**src/design/rtc_pkg.sv**
```systemverilog
package rtc_pkg;
    // Register byte offsets on the bus
    localparam logic [7:0] OFF_CFG   = 8'h00;  // Clock configuration and calibration
    localparam logic [7:0] OFF_PAD   = 8'h04;  // Pad output configuration
    localparam logic [7:0] OFF_ALCFG = 8'h08;  // Alarm configuration and repeat
    localparam logic [7:0] OFF_TWIN  = 8'h0c;  // Time value window
    localparam logic [7:0] OFF_AWIN  = 8'h10;  // Alarm value window
    localparam logic [7:0] OFF_KEY   = 8'h14;  // Unlock key, write only

    // Configuration register fields
    localparam int CFG_EN_BIT    = 15;
    localparam int CFG_WREN_BIT  = 13;
    localparam int CFG_SYNC_BIT  = 12;
    localparam int CFG_HALF_BIT  = 11;
    localparam int CFG_OE_BIT    = 10;
    localparam int PTR_LSB       = 8;
    localparam int PAD_SEL_BIT   = 1;
    localparam int PAD_TTL_BIT   = 0;
    localparam int AL_EN_BIT     = 15;
    localparam int AL_ALARM_ROLLOVER_A_BIT  = 14;
    localparam int AL_MASK_LSB   = 10;

    // Unlock key values
    localparam logic [7:0] KEY_FIRST  = 8'h55;
    localparam logic [7:0] KEY_SECOND = 8'haa;

    // Pointer codes, reset value and repeat rollover value
    localparam logic [1:0]  PTR_MINUTES_SECONDS_REGISTER = 2'h0;
    localparam logic [1:0]  PTR_UNIMPL = 2'h3;
    localparam logic [15:0] VAL_RESET  = 16'h0000;
    localparam logic [7:0]  RPT_ROLL   = 8'hff;

    // Writable bits of each time pair (min/sec, wday/hr, mon/day, year)
    localparam logic [15:0] TIME_MASK [4] = '{16'h7f7f, 16'h073f, 16'h1f3f, 16'h00ff};

    // Time base: 32.768 kHz oscillator, half second of ticks
    localparam int          OSC_HZ     = 32768;
    localparam logic [13:0] HALF_LAST  = 14'(OSC_HZ / 2 - 1);
    localparam logic [13:0] SYNC_START = 14'(OSC_HZ / 2 - 32);

    // Bus responses
    localparam logic [1:0] RESP_OKAY   = 2'h0;
    localparam logic [1:0] RESP_SLVERR = 2'h2;

    // Alarm interval codes
    localparam logic [3:0] AM_HALF  = 4'h0;
    localparam logic [3:0] AM_SEC   = 4'h1;
    localparam logic [3:0] AM_10SEC = 4'h2;
    localparam logic [3:0] AM_MIN   = 4'h3;
    localparam logic [3:0] AM_10MIN = 4'h4;
    localparam logic [3:0] AM_HOUR  = 4'h5;
    localparam logic [3:0] AM_DAY   = 4'h6;
    localparam logic [3:0] AM_WEEK  = 4'h7;
    localparam logic [3:0] AM_MONTH = 4'h8;
    localparam logic [3:0] AM_YEAR  = 4'h9;

    // Unlock sequence states
    typedef enum logic [1:0] {
        UL_IDLE  = 2'b00,
        UL_GOT55 = 2'b01,
        UL_OPEN  = 2'b10
    } unlock_t;
endpackage

```
**src/design/ptr_if.sv**
```systemverilog
`timescale 1ns/1ps
interface ptr_if;
    logic       load;      // Software loads a new pointer
    logic [1:0] load_val;  // Value to load
    logic       rd;        // Window read, one cycle
    logic       wr_hi;     // Accepted upper-byte write, one cycle
    logic [1:0] ptr;       // Current pointer
    modport owner (input load, input load_val, input rd, input wr_hi, output ptr);
    modport user  (output load, output load_val, output rd, output wr_hi, input ptr);
endinterface

```
**src/design/window_ptr.sv**
```systemverilog
`timescale 1ns/1ps
module window_ptr
    import rtc_pkg::*;
(
    // Clock and reset
    input  wire logic aclk,
    input  wire logic rst_n,
    // Pointer port
    ptr_if.owner      p
);
    logic [1:0] ptr_r;  // Pointer state

    // Load wins; otherwise step down and park at zero
    always_ff @(posedge aclk) begin
        if (!rst_n) begin
            ptr_r <= PTR_MINUTES_SECONDS_REGISTER;
        end else if (p.load) begin
            ptr_r <= p.load_val;
        end else if ((p.rd || p.wr_hi) && ptr_r != PTR_MINUTES_SECONDS_REGISTER) begin
            ptr_r <= ptr_r - 2'h1;
        end
    end

    assign p.ptr = ptr_r;
endmodule

```
**src/design/rtc_ctrl.sv**
```systemverilog
// The implementer's own choices: the AXI4-Lite interface to the registers and the address map.
`timescale 1ns/1ps
// Function
// - Alarm pointer picks alarm window pair
// - Alarm upper-byte write steps pointer down
// - Pointer at zero stays on min/sec
// - Any alarm window read steps pointer down
// - Any time window read steps pointer down
// - Time pointer picks time window pair
// - Time upper-byte write steps pointer down
// - Time writes ignored unless write enabled
// - Write enable set only after key pair
// - Module enable writable only while write enabled
// - Sync flag warns of rollover ripple
// - Low min/sec write clears half-second bit
// - Configuration register reset only at power-on
// - Select bit routes second clock or alarm
// - Pin driven only while output enabled
// - Alarm mask selects alarm interval
module rtc_ctrl
    import rtc_pkg::*;
(
    // Clock, power-on reset, other resets
    input  wire logic       aclk,
    input  wire logic       aresetn,
    input  wire logic       sys_rst_n,
    // Oscillator pin
    input  wire logic       osc_in,
    // Write address channel
    input  wire logic [7:0] s_axi_awaddr,
    input  wire logic       s_axi_awvalid,
    output logic            s_axi_awready,
    // Write data channel
    input  wire logic [31:0] s_axi_wdata,
    input  wire logic [3:0]  s_axi_wstrb,
    input  wire logic        s_axi_wvalid,
    output logic             s_axi_wready,
    // Write response channel
    output logic [1:0]      s_axi_bresp,
    output logic            s_axi_bvalid,
    input  wire logic       s_axi_bready,
    // Read address channel
    input  wire logic [7:0] s_axi_araddr,
    input  wire logic       s_axi_arvalid,
    output logic            s_axi_arready,
    // Read data channel
    output logic [31:0]     s_axi_rdata,
    output logic [1:0]      s_axi_rresp,
    output logic            s_axi_rvalid,
    input  wire logic       s_axi_rready,
    // Clock output pin
    output logic            clk_out,
    output logic            clk_out_en
);
    import rtc_pkg::*;

    // Bus write holding state
    logic        aw_held_r;     // Address taken
    logic [7:0]  awaddr_r;      // Held write address
    logic        w_held_r;      // Data taken
    logic [15:0] wdata_r;       // Held write data, low half only
    logic [1:0]  wstrb_r;       // Held lanes 1:0
    logic        bvalid_r;
    logic [1:0]  bresp_r;
    logic        rvalid_r;
    logic [31:0] rdata_r;
    logic [1:0]  rresp_r;

    // Configuration fields
    logic        module_en_r;   // Clock module enable
    logic        wren_r;        // Time write enable
    logic        oe_r;          // Clock output enable
    logic [7:0]  cal_r;         // Calibration byte, stored only
    logic        sel_r;         // Output source select
    logic        ttl_r;         // Unrelated pad bit, stored only
    logic        alarm_en_r;
    logic        alarm_rollover_a_r;       // Repeat counter may roll over
    logic [3:0]  alarm_interval_mask_r;       // Alarm interval
    logic [7:0]  alarm_repeat_count_r;        // Alarm repeat count
    unlock_t     ul_state;      // Key sequence tracker

    // Value stores
    logic [15:0] time_r  [4];   // Time pairs
    logic [15:0] alarm_r [3];   // Alarm pairs

    // Time base
    logic [2:0]  osc_sync_r;    // Three-stage pin synchroniser
    logic        osc_lvl_r;     // Accepted oscillator level
    logic [13:0] tick_cnt_r;    // Ticks in current half second
    logic        half_r;        // Half-second status
    logic        alarm_pulse_r; // Alarm pulse for the pin

    // Decoded strobes
    logic do_wr, do_rd, wr_cfg, wr_pad, wr_alcfg, wr_twin, wr_awin, wr_key;
    logic rd_twin, rd_awin, osc_rise, half_tick, sec_tick, alarm_evt, sync_flag;
    logic mapped_w, mapped_r, time_wr_ok, key_first, key_second;

    // Pointer carriers
    ptr_if tp ();
    ptr_if ap ();

    window_ptr u_time_ptr (
        .aclk  (aclk),
        .rst_n (aresetn),
        .p     (tp.owner)
    );
    window_ptr u_alarm_ptr (
        .aclk  (aclk),
        .rst_n (aresetn && sys_rst_n),
        .p     (ap.owner)
    );

    // Handshake outputs
    assign s_axi_awready = !aw_held_r;
    assign s_axi_wready  = !w_held_r;
    assign s_axi_arready = !rvalid_r;
    assign s_axi_bvalid  = bvalid_r;
    assign s_axi_bresp   = bresp_r;
    assign s_axi_rvalid  = rvalid_r;
    assign s_axi_rdata   = rdata_r;
    assign s_axi_rresp   = rresp_r;

    // Write fires once both halves are held and no answer is pending
    assign do_wr    = aw_held_r && w_held_r && !bvalid_r;
    assign do_rd    = s_axi_arvalid && !rvalid_r;
    assign wr_cfg   = do_wr && awaddr_r == OFF_CFG;
    assign wr_pad   = do_wr && awaddr_r == OFF_PAD;
    assign wr_alcfg = do_wr && awaddr_r == OFF_ALCFG;
    assign wr_twin  = do_wr && awaddr_r == OFF_TWIN;
    assign wr_awin  = do_wr && awaddr_r == OFF_AWIN;
    assign wr_key   = do_wr && awaddr_r == OFF_KEY;
    assign rd_twin  = do_rd && s_axi_araddr == OFF_TWIN;
    assign rd_awin  = do_rd && s_axi_araddr == OFF_AWIN;
    assign mapped_w = awaddr_r inside {OFF_CFG, OFF_PAD, OFF_ALCFG, OFF_TWIN, OFF_AWIN, OFF_KEY};
    assign mapped_r = s_axi_araddr inside {OFF_CFG, OFF_PAD, OFF_ALCFG, OFF_TWIN, OFF_AWIN};
    assign time_wr_ok = wr_twin && wren_r;
    assign key_first  = wr_key && wstrb_r[0] && wdata_r[7:0] == KEY_FIRST;
    assign key_second = wr_key && wstrb_r[0] && wdata_r[7:0] == KEY_SECOND;

    // Pointer requests
    assign tp.load     = wr_cfg && wstrb_r[1];
    assign tp.load_val = wdata_r[PTR_LSB +: 2];
    assign tp.rd       = rd_twin;
    assign tp.wr_hi    = time_wr_ok && wstrb_r[1];
    assign ap.load     = wr_alcfg && wstrb_r[1];
    assign ap.load_val = wdata_r[PTR_LSB +: 2];
    assign ap.rd       = rd_awin;
    assign ap.wr_hi    = wr_awin && wstrb_r[1];

    // Write address and data capture, answer after the write
    always_ff @(posedge aclk) begin
        if (!aresetn) begin
            aw_held_r <= 1'b0;
            w_held_r  <= 1'b0;
            awaddr_r  <= 8'h00;
            wdata_r   <= VAL_RESET;
            wstrb_r   <= 2'h0;
            bvalid_r  <= 1'b0;
            bresp_r   <= RESP_OKAY;
        end else begin
            if (s_axi_awvalid && !aw_held_r) begin
                aw_held_r <= 1'b1;
                awaddr_r  <= {s_axi_awaddr[7:2], 2'h0};
            end
            if (s_axi_wvalid && !w_held_r) begin
                w_held_r <= 1'b1;
                wdata_r  <= s_axi_wdata[15:0];
                wstrb_r  <= s_axi_wstrb[1:0];
            end
            if (do_wr) begin
                aw_held_r <= 1'b0;
                w_held_r  <= 1'b0;
                bvalid_r  <= 1'b1;
                bresp_r   <= mapped_w ? RESP_OKAY : RESP_SLVERR;
            end else if (bvalid_r && s_axi_bready) begin
                bvalid_r <= 1'b0;
            end
        end
    end

    // Read data is registered; the window pointer steps at the same edge
    always_ff @(posedge aclk) begin
        if (!aresetn) begin
            rvalid_r <= 1'b0;
            rdata_r  <= 32'h0000_0000;
            rresp_r  <= RESP_OKAY;
        end else if (do_rd) begin
            rvalid_r <= 1'b1;
            rresp_r  <= mapped_r ? RESP_OKAY : RESP_SLVERR;
            unique case (s_axi_araddr)
                OFF_CFG:   rdata_r <= {16'h0000, module_en_r, 1'b0, wren_r, sync_flag,
                                       half_r, oe_r, tp.ptr, cal_r};
                OFF_PAD:   rdata_r <= {30'h0, sel_r, ttl_r};
                OFF_ALCFG: rdata_r <= {16'h0000, alarm_en_r, alarm_rollover_a_r, alarm_interval_mask_r, ap.ptr, alarm_repeat_count_r};
                OFF_TWIN:  rdata_r <= {16'h0000, time_r[tp.ptr]};
                OFF_AWIN:  rdata_r <= (ap.ptr == PTR_UNIMPL) ? 32'h0 :
                                      {16'h0000, alarm_r[ap.ptr]};
                default:   rdata_r <= 32'h0000_0000;
            endcase
        end else if (s_axi_rready) begin
            rvalid_r <= 1'b0;
        end
    end

    // Key pair opens a window of exactly the next bus write
    always_ff @(posedge aclk) begin
        if (!aresetn) begin
            ul_state <= UL_IDLE;
        end else if (do_wr) begin
            unique case (ul_state)
                UL_IDLE:  ul_state <= key_first ? UL_GOT55 : UL_IDLE;
                UL_GOT55: ul_state <= key_second ? UL_OPEN :
                                      (key_first ? UL_GOT55 : UL_IDLE);
                UL_OPEN:  ul_state <= key_first ? UL_GOT55 : UL_IDLE;
                default:  ul_state <= UL_IDLE;
            endcase
        end
    end

    // Configuration register: power-on reset only
    always_ff @(posedge aclk) begin
        if (!aresetn) begin
            module_en_r <= 1'b0;
            wren_r      <= 1'b0;
            oe_r        <= 1'b0;
            cal_r       <= 8'h00;
        end else if (wr_cfg) begin
            if (wstrb_r[1]) begin
                // Clearing is always allowed, setting needs the open window
                if (!wdata_r[CFG_WREN_BIT]) begin
                    wren_r <= 1'b0;
                end else if (ul_state == UL_OPEN) begin
                    wren_r <= 1'b1;
                end
                if (wren_r) begin
                    module_en_r <= wdata_r[CFG_EN_BIT];
                end
                oe_r <= wdata_r[CFG_OE_BIT];
            end
            if (wstrb_r[0]) begin
                cal_r <= wdata_r[7:0];
            end
        end
    end

    // Pad configuration, cleared by any reset
    always_ff @(posedge aclk) begin
        if (!aresetn || !sys_rst_n) begin
            sel_r <= 1'b0;
            ttl_r <= 1'b0;
        end else if (wr_pad && wstrb_r[0]) begin
            sel_r <= wdata_r[PAD_SEL_BIT];
            ttl_r <= wdata_r[PAD_TTL_BIT];
        end
    end

    // Alarm configuration; hardware countdown yields to a software write
    always_ff @(posedge aclk) begin
        if (!aresetn || !sys_rst_n) begin
            alarm_en_r <= 1'b0;
            alarm_rollover_a_r    <= 1'b0;
            alarm_interval_mask_r    <= AM_HALF;
            alarm_repeat_count_r     <= 8'h00;
        end else if (wr_alcfg) begin
            if (wstrb_r[1]) begin
                alarm_en_r <= wdata_r[AL_EN_BIT];
                alarm_rollover_a_r    <= wdata_r[AL_ALARM_ROLLOVER_A_BIT];
                alarm_interval_mask_r    <= wdata_r[AL_MASK_LSB +: 4];
            end
            if (wstrb_r[0]) begin
                alarm_repeat_count_r <= wdata_r[7:0];
            end
        end else if (alarm_evt) begin
            if (alarm_repeat_count_r == 8'h00 && !alarm_rollover_a_r) begin
                alarm_en_r <= 1'b0;
            end else begin
                alarm_repeat_count_r <= (alarm_repeat_count_r == 8'h00) ? RPT_ROLL : alarm_repeat_count_r - 8'h01;
            end
        end
    end

    // Time values; per-byte writes masked to the implemented bits
    always_ff @(posedge aclk) begin
        if (!aresetn) begin
            time_r <= '{default: VAL_RESET};
        end else if (time_wr_ok) begin
            if (wstrb_r[1]) begin
                time_r[tp.ptr][15:8] <= wdata_r[15:8] & TIME_MASK[tp.ptr][15:8];
            end
            if (wstrb_r[0]) begin
                time_r[tp.ptr][7:0] <= wdata_r[7:0] & TIME_MASK[tp.ptr][7:0];
            end
        end
    end

    // Alarm values; the unimplemented pair takes no write
    always_ff @(posedge aclk) begin
        if (!aresetn) begin
            alarm_r <= '{default: VAL_RESET};
        end else if (wr_awin && ap.ptr != PTR_UNIMPL) begin
            if (wstrb_r[1]) begin
                alarm_r[ap.ptr][15:8] <= wdata_r[15:8] & TIME_MASK[ap.ptr][15:8];
            end
            if (wstrb_r[0]) begin
                alarm_r[ap.ptr][7:0] <= wdata_r[7:0] & TIME_MASK[ap.ptr][7:0];
            end
        end
    end

    // Oscillator pin: a level is accepted once stages two and three agree
    always_ff @(posedge aclk) begin
        if (!aresetn) begin
            osc_sync_r <= 3'h0;
            osc_lvl_r  <= 1'b0;
        end else begin
            osc_sync_r <= {osc_sync_r[1:0], osc_in};
            if (osc_sync_r[1] == osc_sync_r[2]) begin
                osc_lvl_r <= osc_sync_r[2];
            end
        end
    end

    assign osc_rise  = osc_sync_r[1] && osc_sync_r[2] && !osc_lvl_r;
    assign half_tick = module_en_r && osc_rise && tick_cnt_r == HALF_LAST;
    assign sec_tick  = half_tick && half_r;
    // Window near a rollover in which a read may see ripple
    assign sync_flag = module_en_r && tick_cnt_r >= SYNC_START;

    // Half-second phase; a pending toggle to one beats the software clear
    always_ff @(posedge aclk) begin
        if (!aresetn) begin
            tick_cnt_r <= 14'h0000;
            half_r     <= 1'b0;
        end else begin
            if (module_en_r && osc_rise) begin
                tick_cnt_r <= (tick_cnt_r == HALF_LAST) ? 14'h0000 : tick_cnt_r + 14'h0001;
            end
            if (half_tick) begin
                half_r <= !half_r;
            end else if (time_wr_ok && wstrb_r[0] && tp.ptr == PTR_MINUTES_SECONDS_REGISTER) begin
                half_r <= 1'b0;
            end
        end
    end

    // Field comparison against the stored alarm, coarser masks add fields except month, which checks day in place of weekday
    logic m_s1, m_s, m_m1, m_m, m_h, m_w, m_d, m_mo, fire;
    assign m_s1 = time_r[0][3:0]  == alarm_r[0][3:0];
    assign m_s  = time_r[0][6:0]  == alarm_r[0][6:0];
    assign m_m1 = time_r[0][11:8] == alarm_r[0][11:8];
    assign m_m  = time_r[0][14:8] == alarm_r[0][14:8];
    assign m_h  = time_r[1][5:0]  == alarm_r[1][5:0];
    assign m_w  = time_r[1][10:8] == alarm_r[1][10:8];
    assign m_d  = time_r[2][5:0]  == alarm_r[2][5:0];
    assign m_mo = time_r[2][12:8] == alarm_r[2][12:8];

    always_comb begin
        unique case (alarm_interval_mask_r)
            AM_HALF:  fire = half_tick;
            AM_SEC:   fire = sec_tick;
            AM_10SEC: fire = sec_tick && m_s1;
            AM_MIN:   fire = sec_tick && m_s;
            AM_10MIN: fire = sec_tick && m_s && m_m1;
            AM_HOUR:  fire = sec_tick && m_s && m_m;
            AM_DAY:   fire = sec_tick && m_s && m_m && m_h;
            AM_WEEK:  fire = sec_tick && m_s && m_m && m_h && m_w;
            AM_MONTH: fire = sec_tick && m_s && m_m && m_h && m_d;
            AM_YEAR:  fire = sec_tick && m_s && m_m && m_h && m_d && m_mo;
            default:  fire = 1'b0; // Reserved codes never fire
        endcase
    end

    assign alarm_evt = fire && alarm_en_r;

    // Alarm pulse lasts until the next half-second tick
    always_ff @(posedge aclk) begin
        if (!aresetn) begin
            alarm_pulse_r <= 1'b0;
        end else if (alarm_evt) begin
            alarm_pulse_r <= 1'b1;
        end else if (half_tick) begin
            alarm_pulse_r <= 1'b0;
        end
    end

    // Pin source and enable, registered
    always_ff @(posedge aclk) begin
        if (!aresetn) begin
            clk_out    <= 1'b0;
            clk_out_en <= 1'b0;
        end else begin
            clk_out    <= oe_r && (sel_r ? half_r : alarm_pulse_r);
            clk_out_en <= oe_r;
        end
    end
endmodule

```
**config.mk**
```make
export PLATFORM = sky130hd
export DESIGN_NAME = rtc_ctrl
export DESIGN_NICKNAME = d
export VERILOG_FILES = /design/src/design/rtc_pkg.sv /design/src/design/ptr_if.sv /design/src/design/window_ptr.sv /design/src/design/rtc_ctrl.sv
export SDC_FILE = /design/constraint.sdc
export NUM_CORES = 1
export LEC_CHECK = 0
export BUFFER_PORTS_ARGS = -buffer_cell sky130_fd_sc_hd__buf_2
export CORE_MARGIN = 10
export CORE_UTILIZATION = 30
export DETAILED_ROUTE_END_ITERATION = 6
export PLACE_DENSITY_LB_ADDON = 0.25
export REMOVE_ABC_BUFFERS = 1
export SLEW_MARGIN = 20
export SYNTH_ARGS = -nofsm -noshare
export SYNTH_HDL_FRONTEND = slang
export SYNTH_SLANG_ARGS = --single-unit
```
**constraint.sdc**
```tcl
create_clock -name aclk -period 3.1 [get_ports aclk]
set_clock_uncertainty 0.1 [all_clocks]
set_input_delay 0.31 -clock aclk [delete_from_list [all_inputs] [get_ports aclk]]
set_output_delay 0.31 -clock aclk [all_outputs]
set_load 0.03 [all_outputs]
```
==> flow_summary_export.csv, run 1 <==
group,metric,value,unit
synthesis,yosys.area.top_type_share,39.7,%
run,maxCapViolations,0,
clock_tree,clock_latency,510,ps
finish,fin_util,35.6,%
clock_tree,cts_max_level,1,
worst_setup_path,critical_path.max_fanout,10,
outcome,outcome,"completed",
synthesis,synth_edf_count,0,
clock_tree,path_clk_slew,60,ps
clock_tree,cts-root-buf,"clkbuf_16",
synthesis,netlist-cell-type-count,68,
pwr,p_total,5830,µW
synthesis,ys_seq_elements,206,
timing,period_share,87.0,%
detailed_routing,wl_per_cell,18.1,µm
synthesis,synth_cells,1185,
synthesis,synth_area_leaders,"dfxtp_1 (40%), nand2_1 (7.2%), mux2i_1 (7.1%)",
pwr,ir_drop,292,µV
floorplan,initial_core_util,30.2,%
detailed_routing,dr.first_iter.drc_count,532,
synthesis,async_reset_ff_share,0,%
synthesis,synthesis.area,10400,µm²
placement,portBuffers,65,
floorplan,die_area,42400,µm²
floorplan,die_h,206,µm
synthesis,synth.avg_cell_area,8.76,µm²
timing,period_needed,2700,ps
finish,fillers,3587,
detailed_routing,wirelength,31.4,mm
synthesis,yosys.area.top_type,"dfxtp_1",
detailed_routing,drt-pass1-iter-count,4,
timing,tightest_slew,953,ps
finish,nets,1339,
finish,multi_input_area,5780,µm²
finish,n_antenna_cell,0,
detailed_routing,viasPerCell,4.94,
grt,antenna_found_initial,0,
floorplan,core.rowCount,68,
synthesis,synth_flop_cell,"dfxtp_1",
timing,max-slew-margin-rel,36.3,%
finish,drive_gt1_share,13.6,%
pwr,p_leak,0.00448,µW
grt,grt_pass1_vias,8570,
worst_setup_path,cp.required,3350,ps
synthesis,yosysWarnings,0,
floorplan,io_pins,104,
clock_tree,cts_buffers,23,
placement,dpl.hpwl,22.9,mm
timing,setup_tns,0,ps
detailed_routing,drtAntennaViolNets,0,
floorplan,coreArea,34400,µm²
synthesis,synth_seq_area_share,39.7,%
finish,regArea,4120,µm²
worst_setup_path,end_kind,"register",
grt,grt_pass1_wl,49.5,mm
grt,grtUsageTotal,14.6,%
placement,finalWeightedCongestion,0.821,
worst_setup_path,start_kind,"register",
timing,finalSetupViolCount,0,
worst_hold_path,hold_class,"in2reg",
clock_tree,cts_tree,"done",
clock_tree,clk_path_buf_depth,3,
pwr,pwr_density_cell,476,nW/µm²
detailed_routing,drc,0,
worst_setup_path,path_class,"reg2reg",
timing,rsz0062_at_grt,"no",
grt,gr-total-overflow,0,
finish,synthToLayoutAreaGrowth,18.0,%
clock_tree,cts_sinks,206,
grt,grt_max_degree,57,
timing,slew_violations,0,
detailed_routing,vias,8565,
floorplan,die_w,206,µm
timing,hold_violations,0,
worst_setup_path,arrival,2950,ps
timing,fmax,371,MHz
==> cell type report <==
class | instances | area share [%]
sequential | 206 | 33.7
timing repair buffer | 136 | 7.75
clock buffer | 34 | 5.53
inverter | 18 | 0.552
tap | 455 | 4.65
clock inverter | 5 | 0.613
multi-input combinational | 880 | 47.2
==> path summary, 6_finish.rpt <==
path | startpoint | endpoint | slack [ps] | cells past startpoint
worst max-delay path | time_r[51] | alarm_repeat_count_r[5] | 400 | 7
worst min-delay path | aresetn | cal_r[4] | 80 | 2
worst min register to register | osc_sync_r[0] | osc_sync_r[1] | 330 | 1
worst max register to register | time_r[51] | alarm_repeat_count_r[5] | 400 | 7
==> flip-flops by register name, indices dropped and copies added, names as in the netlist, 2 cells and up <==
signal / count
alarm_interval_mask_r: 4
alarm_r: 45
alarm_repeat_count_r: 8
awaddr_r: 6
cal_r: 8
osc_sync_r: 3
s_axi_rdata: 16
tick_cnt_r: 14
time_r: 60
u_alarm_ptr.p.ptr: 2
u_time_ptr.p.ptr: 2
ul_state: 2
wdata_r: 16
wstrb_r: 2
==> layer usage <==
| metal | vias to the layer above | GRT usage [%] | routed length [µm] |
|---|---|---|---|
| li1 | 4215 | - | - |
| met2 | 194 | 22.2 | 13500 |
| met1 | 4111 | 20.7 | 15400 |
| met5 | - | 0 | 0 |
| met3 | 45 | 2.10 | 1620 |
| met4 | 0 | 4.77 | 772 |
==> worst max-delay path, stage by stage, from the launching register on <==
cell,delay [ps]
dfxtp_1,340
xnor2_1,320
nand2_1,110
nor4_2,520
a32oi_2,140
o32ai_4,490
or2_1,390
a221oi_2,110
==> cells by family after synthesis <==
kind of cell             count (synthesis)  synth area share [%]
AO/OA/AOI/OAI                          207                  14.5
XOR/XNOR                                52                  4.39
buffers and inverters                  116                  5.23
multiplexers                            93                  10.8
flip-flops                             206                  39.7
other                                    1                0.0361
AND/OR/NAND/NOR                        497                  23.7
adder cells (fa/ha/maj)                 13                  1.57
==> stage by stage <==
stage               hold slack (ps)  area (µm²)  cells  setup WS, ps
global route                   75.5       12200   1734           148
floorplan                       312        9960   1104          62.4
detailed placement              320       11200   1665           455
global placement                320       11200   1665           461
finish                         82.5       12200   1734           402
CTS                            67.3       12200   1734           437
==> power by group <==
group / leakage [µW] / total, µW / internal (µW) / switching [µW]
clock: 0.000372 / 2770 / 1660 / 1100
combinational: 0.00245 / 340 / 133 / 208
sequential: 0.00166 / 2720 / 2680 / 43.0
==> cells in the final DEF (no fill, tap or decap), types with 4 or more instances in the layout <==
| master | instances |
|---|---|
| dfxtp_1 | 206 |
| nand2_1 | 199 |
| nand3_1 | 82 |
| mux2i_1 | 74 |
| buf_2 | 64 |
| nor2b_1 | 59 |
| a21boi_1 | 52 |
| nor2_1 | 51 |
| a21boi_0 | 43 |
| buf_4 | 41 |
| xnor2_1 | 37 |
| and2_1 | 36 |
| o21ai_0 | 32 |
| dlygate4sd3_1 | 30 |
| clkbuf_16 | 23 |
| inv_1 | 18 |
| conb_1 | 18 |
| and3_1 | 16 |
| xor2_1 | 15 |
| mux4_2 | 15 |
| a21oi_1 | 14 |
| o21ai_1 | 14 |
| ha_1 | 13 |
| nand4_1 | 12 |
| a221oi_1 | 11 |
| nor3_1 | 9 |
| clkbuf_8 | 6 |
| and4_1 | 5 |
| clkbuf_1 | 5 |
| o211a_1 | 4 |
| nor4bb_1 | 4 |
| a311oi_1 | 4 |
| o211ai_1 | 4 |
| a211oi_1 | 4 |
==> cells in the mapped netlist (all sizes together) (4+ instances only) <==
cell,count
and3,16
a32oi,4
nor4,4
a311oi,4
a211oi,4
clkbuf,59
mux2i,74
mux4,15
a21oi,14
and4,5
o211a,4
xor2,15
a221oi,12
a21boi,95
and2,36
inv,18
nor4bb,4
nor2,51
mux2,4
o21ai,46
nor3,11
o211ai,4
nand3,82
buf,39
nor2b,60
ha,13
nand4,13
dfxtp,206
xnor2,37
nand2,200
==> what timing repair did <==
item | in CTS | in global routing
gates resized for setup | 0 | 0
setup buffers | 0 | 0
hold buffers | 30 | 0
hold endpoints to repair | 29 | 0
No activity file was read; power rests on OpenSTA's default activity.
==> run 2, diff against run 1 <==
Settings changed: CORE_ASPECT_RATIO set to 1.5.
==> run 2 against run 1 <==
Maximum frequency increased by 5.3%. Via count rose by 0.57%. Clock-buffer cell count is 1 lower. Critical path depth is 1 higher. Worst setup slack better by 140 ps. Final cell count is 1.9% lower. Sequential share of layout area up 0.20 points. Non-clock buffer count fell by 1. Wire length grew 0.78%. Critical path type unchanged. Critical endpoint is now alarm_r[29]. Highest routed layer unchanged.
==> flow_summary_export.csv, run 2 (synthesis gave the netlist of run 1 again) <==
group,metric,value,unit
timing,period_needed,2560,ps
finish,layout_commonest_cell,"dfxtp_1",
detailed_routing,wl_per_cell,18.6,µm
clock_tree,cts_max_level,1,
finish,synthToLayoutAreaGrowth,17.3,%
pwr,p_total,5780,µW
finish,fin_area,12200,µm²
placement,finalWeightedCongestion,0.831,
finish,finalNonFillerCells,1701,
placement,portBuffers,65,
timing,slew_violations,0,
detailed_routing,vias,8614,
grt,grtUsageTotal,14.7,%
timing,fmax,390,MHz
pwr,p_leak,0.00448,µW
timing,finalSetupViolCount,0,
detailed_routing,wirelength,31.6,mm
detailed_routing,drc,0,
finish,final_cell_mix,"dfxtp_1 (206), nand2_1 (199), nand3_1 (82)",
floorplan,initial_core_util,30.4,%
clock_tree,cts_resized,0,
placement,placed_cells,1634,
floorplan,io_pins,104,
clock_tree,clk_path_buf_depth,3,
finish,drive_gt1_share,13.6,%
worst_setup_path,cp.required,3410,ps
floorplan,die_w,172,µm
floorplan,coreArea,34200,µm²
worst_setup_path,start_kind,"register",
worst_hold_path,hold_class,"in2reg",
outcome,outcome,"completed",
grt,grt_pass1_wl,49.3,mm
worst_setup_path,critical_path.max_fanout,7,
timing,setup_tns,0,ps
floorplan,die_h,248,µm
timing,period_share,82.7,%
clock_tree,cts_tree,"done",
worst_setup_path,end_kind,"register",
detailed_routing,drtAntennaViolNets,0,
pwr,ir_drop,392,µV
clock_tree,cts_sinks,206,
clock_tree,cts-root-buf,"clkbuf_16",
placement,placedInstanceArea,11100,µm²
detailed_routing,drt-pass1-iter-count,5,
clock_tree,path_clk_slew,60,ps
grt,grt_max_degree,79,
finish,n_antenna_cell,0,
clock_tree,cts_buffers,22,
worst_setup_path,arrival,2870,ps
detailed_routing,viasPerCell,5.06,
worst_setup_path,path_class,"reg2reg",
floorplan,core.rowCount,83,
finish,nets,1337,
timing,max-slew-margin-rel,43.4,%
timing,hold_ws,157,ps
floorplan,die_area,42600,µm²
placement,dpl.hpwl,22.8,mm
timing,tightest_slew,847,ps
run,maxCapViolations,0,
grt,grt_pass1_vias,8542,
grt,antenna_found_initial,0,
detailed_routing,dr.first_iter.drc_count,426,
clock_tree,clock_latency,530,ps
finish,regMostFlops,"time_r",
finish,largest_reg_flops,60,
grt,gr-total-overflow,0,
pwr,pwr_density_cell,475,nW/µm²
finish,top_regs,"time_r (60), alarm_r (45)",
timing,rsz0062_at_grt,"no",
timing,hold_violations,0,
## run 2: cell count changes in the layout (fill, tap and decap cells not counted), sizes merged
cell	delta
buf	-1
bufinv	-1
clkbuf	-1
## run 2: routing by layer
layer	GRT usage (%)	part of all wire (%)	up-vias	wire length [µm]
li1	-	-	4230	-
met1	17.8	44	4153	13800
met2	26.4	50	194	15900
met3	1.64	3.9	37	1220
met4	4.55	2.3	0	721
met5	0	0	-	0
## run 2: cell type report
class	count	area, µm²
Tap cell	425	532
Clock inverter	4	45.0
Fill cell	3527	22000
Clock buffer	33	693
Multi-Input combinational cell	880	5780
Sequential cell	206	4120
Timing Repair Buffer	135	928
Inverter	18	67.6
## run 2: stage by stage
step	utilization (%)	worst slack [ps]
finish	35.6	537
CTS	35.6	546
floorplan	-	62.4
detailed placement	32.6	518
global placement	32.6	536
global route	35.6	275
## run 2: where the power goes
part           leakage, µW  internal, µW  total (µW)  switching [µW]
clock             0.000369          1620        2720            1110
sequential         0.00166          2680        2720            44.2
combinational      0.00244           131         334             203
## run 2: worst max-delay path: stages (launching register included)
cell      delay, ps
dfxtp_1         320
nand3b_1        290
buf_4           230
nor2_1          250
nand3_1         220
nor2_1          180
and2_1          530
mux2i_1         250
nor2b_1          60
## run 2: path summary, 6_finish.rpt
kind,start,end,slack (ps),cells after the start
hold / removal,aresetn,s_axi_rdata[13],160,2
setup reg to reg,s_axi_bvalid,alarm_r[29],540,8
hold reg to reg,osc_sync_r[0],osc_sync_r[1],340,1
setup / recovery,s_axi_bvalid,alarm_r[29],540,8
## run 2: what timing repair did
item                                   CTS  global route
endpoints found under the hold margin   29             0
buffers inserted                         0             0
hold buffers                            30             0
==> run 3, diff against run 2 <==
Clock period 3.1 ns to 2.7 ns, I/O delays scaled along.
==> run 3 against run 2 <==
Global-route usage about the same. Flip-flop and latch count unchanged. Critical endpoint is now alarm_repeat_count_r[5]. Wire length increased by 0.93%. Clock-buffer cell count increased by 2. Utilization increased by 0.36 points. Die area unchanged. First-iteration DRC count increased by 15%.
==> flow_summary_export.csv, run 3 (synthesis gave the netlist of run 1 again) <==
group,metric,value,unit
worst_setup_path,max_stage_delay,350,ps
timing,rsz0062_at_grt,"no",
detailed_routing,viasPerCell,5.03,
finish,nets,1351,
timing,max-slew-margin-rel,41.9,%
pwr,p_total,6640,µW
pwr,intPower,5010,µW
finish,layout_commonest_cell,"dfxtp_1",
clock_tree,cts-root-buf,"clkbuf_16",
placement,dpl.hpwl,23.0,mm
clock_tree,clk_path_buf_depth,3,
grt,grt_max_degree,176,
detailed_routing,wirelength,31.9,mm
clock_tree,post_cts_buffers,0,
worst_setup_path,start_kind,"register",
finish,fillers,3539,
timing,slew_violations,0,
grt,antenna_found_initial,2,
pwr,p_leak,0.00454,µW
timing,setup_tns,0,ps
timing,finalSetupViolCount,0,
floorplan,die_w,172,µm
worst_setup_path,end_kind,"register",
clock_tree,cts_tree,"done",
clock_tree,ctsHoldBuffers,31,
pwr,switching_share,24.5,%
grt,grtUsageTotal,14.7,%
worst_setup_path,cp.required,3030,ps
grt,grt_pass1_wl,49.2,mm
floorplan,initial_core_util,30.4,%
finish,largest_reg_flops,60,
finish,regMostFlops,"time_r",
floorplan,core.rowCount,83,
worst_setup_path,worst-path-buf-inv,1,
clock_tree,cts_max_level,1,
run,maxCapViolations,0,
finish,drive_gt1_share,14.4,%
pwr,power_frac_clock,47.0,%
timing,tightest_slew,869,ps
clock_tree,cts_sinks,206,
clock_tree,clock_latency,540,ps
floorplan,io_pins,104,
worst_setup_path,arrival,2800,ps
worst_hold_path,hold_class,"in2reg",
floorplan,die_area,42600,µm²
worst_setup_path,path_cells,"ha_1 > and3b_1 > and3_1 > and4_1 > a32oi_2 > o32ai_4 > buf_4 > o22ai_1 > a221oi_2",
detailed_routing,dr.first_iter.drc_count,491,
finish,final_cell_mix,"dfxtp_1 (206), nand2_1 (199), nand3_1 (82)",
pwr,combPwrFrac,6.0,%
clock_tree,cts_resized,0,
timing,hold_violations,0,
timing,fin_ws,233,ps
pwr,ir_drop,437,µV
pwr,seqPwrFrac,47.0,%
floorplan,die_h,248,µm
grt,gr-total-overflow,0,
placement,portBuffers,65,
detailed_routing,drt-pass1-iter-count,5,
detailed_routing,wl_per_cell,18.6,µm
worst_setup_path,path_class,"reg2reg",
placement,finalWeightedCongestion,0.863,
timing,fmax,405,MHz
grt,grt_pass1_vias,8582,
finish,regArea,4120,µm²
worst_setup_path,critical_path.max_fanout,9,
timing,period_share,91.4,%
clock_tree,cts_buffers,23,
worst_setup_path,slowest_stage,"dfxtp_1",
pwr,p_switching,1620,µW
detailed_routing,drtAntennaViolNets,0,
placement,dp_slack,273,ps
timing,period_needed,2470,ps
finish,synthToLayoutAreaGrowth,18.5,%
detailed_routing,drc,0,
finish,top_regs,"time_r (60), alarm_r (45)",
clock_tree,path_clk_slew,60,ps
worst_setup_path,crit_family,"simple AND/OR/NAND/NOR gates",
finish,multi_input_area,5780,µm²
pwr,pwr_density_cell,540,nW/µm²
detailed_routing,vias,8638,
outcome,outcome,"completed",
floorplan,coreArea,34200,µm²
## run 3: changes by cell type in the layout (fill, tap and decap cells not counted), sizes merged
cell / delta
clkinvlp: +1
dlygate4sd3: +1
diode: +2
inv: +1
bufinv: -1
clkbuf: +2
buf: +12
## run 3: worst paths after layout
| check | startpoint | end | slack [ps] | cells past startpoint |
|---|---|---|---|---|
| worst max register to register | osc_sync_r[2] | alarm_repeat_count_r[5] | 230 | 9 |
| worst min-delay path | s_axi_araddr[2] | s_axi_rdata[15] | 60 | 4 |
| worst max-delay path | osc_sync_r[2] | alarm_repeat_count_r[5] | 230 | 9 |
| worst min register to register | osc_sync_r[0] | osc_sync_r[1] | 340 | 1 |
## run 3: final cells by class
type / count / area share (%)
tap: 425 / 4.33
clock buffer: 35 / 5.70
clock inverter: 5 / 0.255
multi-input combinational: 880 / 47.0
timing repair buffer: 148 / 8.57
sequential: 206 / 33.6
antenna: 2 / 0.0407
inverter: 18 / 0.550
## run 3: per-layer routing
metal | up-vias | track usage, % | share of wire (%) | wire length, µm
li1 | 4250 | - | - | -
met1 | 4135 | 17.7 | 44 | 13900
met2 | 208 | 26.2 | 49 | 15800
met3 | 45 | 1.73 | 4.3 | 1390
met4 | 0 | 5.24 | 2.7 | 862
met5 | - | 0 | 0 | 0
## run 3: per-stage QoR
step	area, µm²	util (%)	std cells	hold WS, ps
floorplan	9960	-	1104	286
CTS	12300	36.0	1717	48.8
global route	12300	36.0	1718	91.1
global placement	11200	32.9	1646	319
finish	12300	36.0	1719	58.4
detailed placement	11200	32.9	1646	323
## run 3: power by group through the flow
stage,clock [µW],sequential [µW],combinational [µW]
floorplan,0,3190,173
global route,3290,3120,431
global placement,0,3180,358
detailed placement,0,3190,361
CTS,3190,3120,398
finish,3120,3120,395
## run 3: tightest hold or removal path, stage by stage
cell,delay [ps]
buf_2,140
nor4_1,80
a21oi_1,110
nor2b_1,50
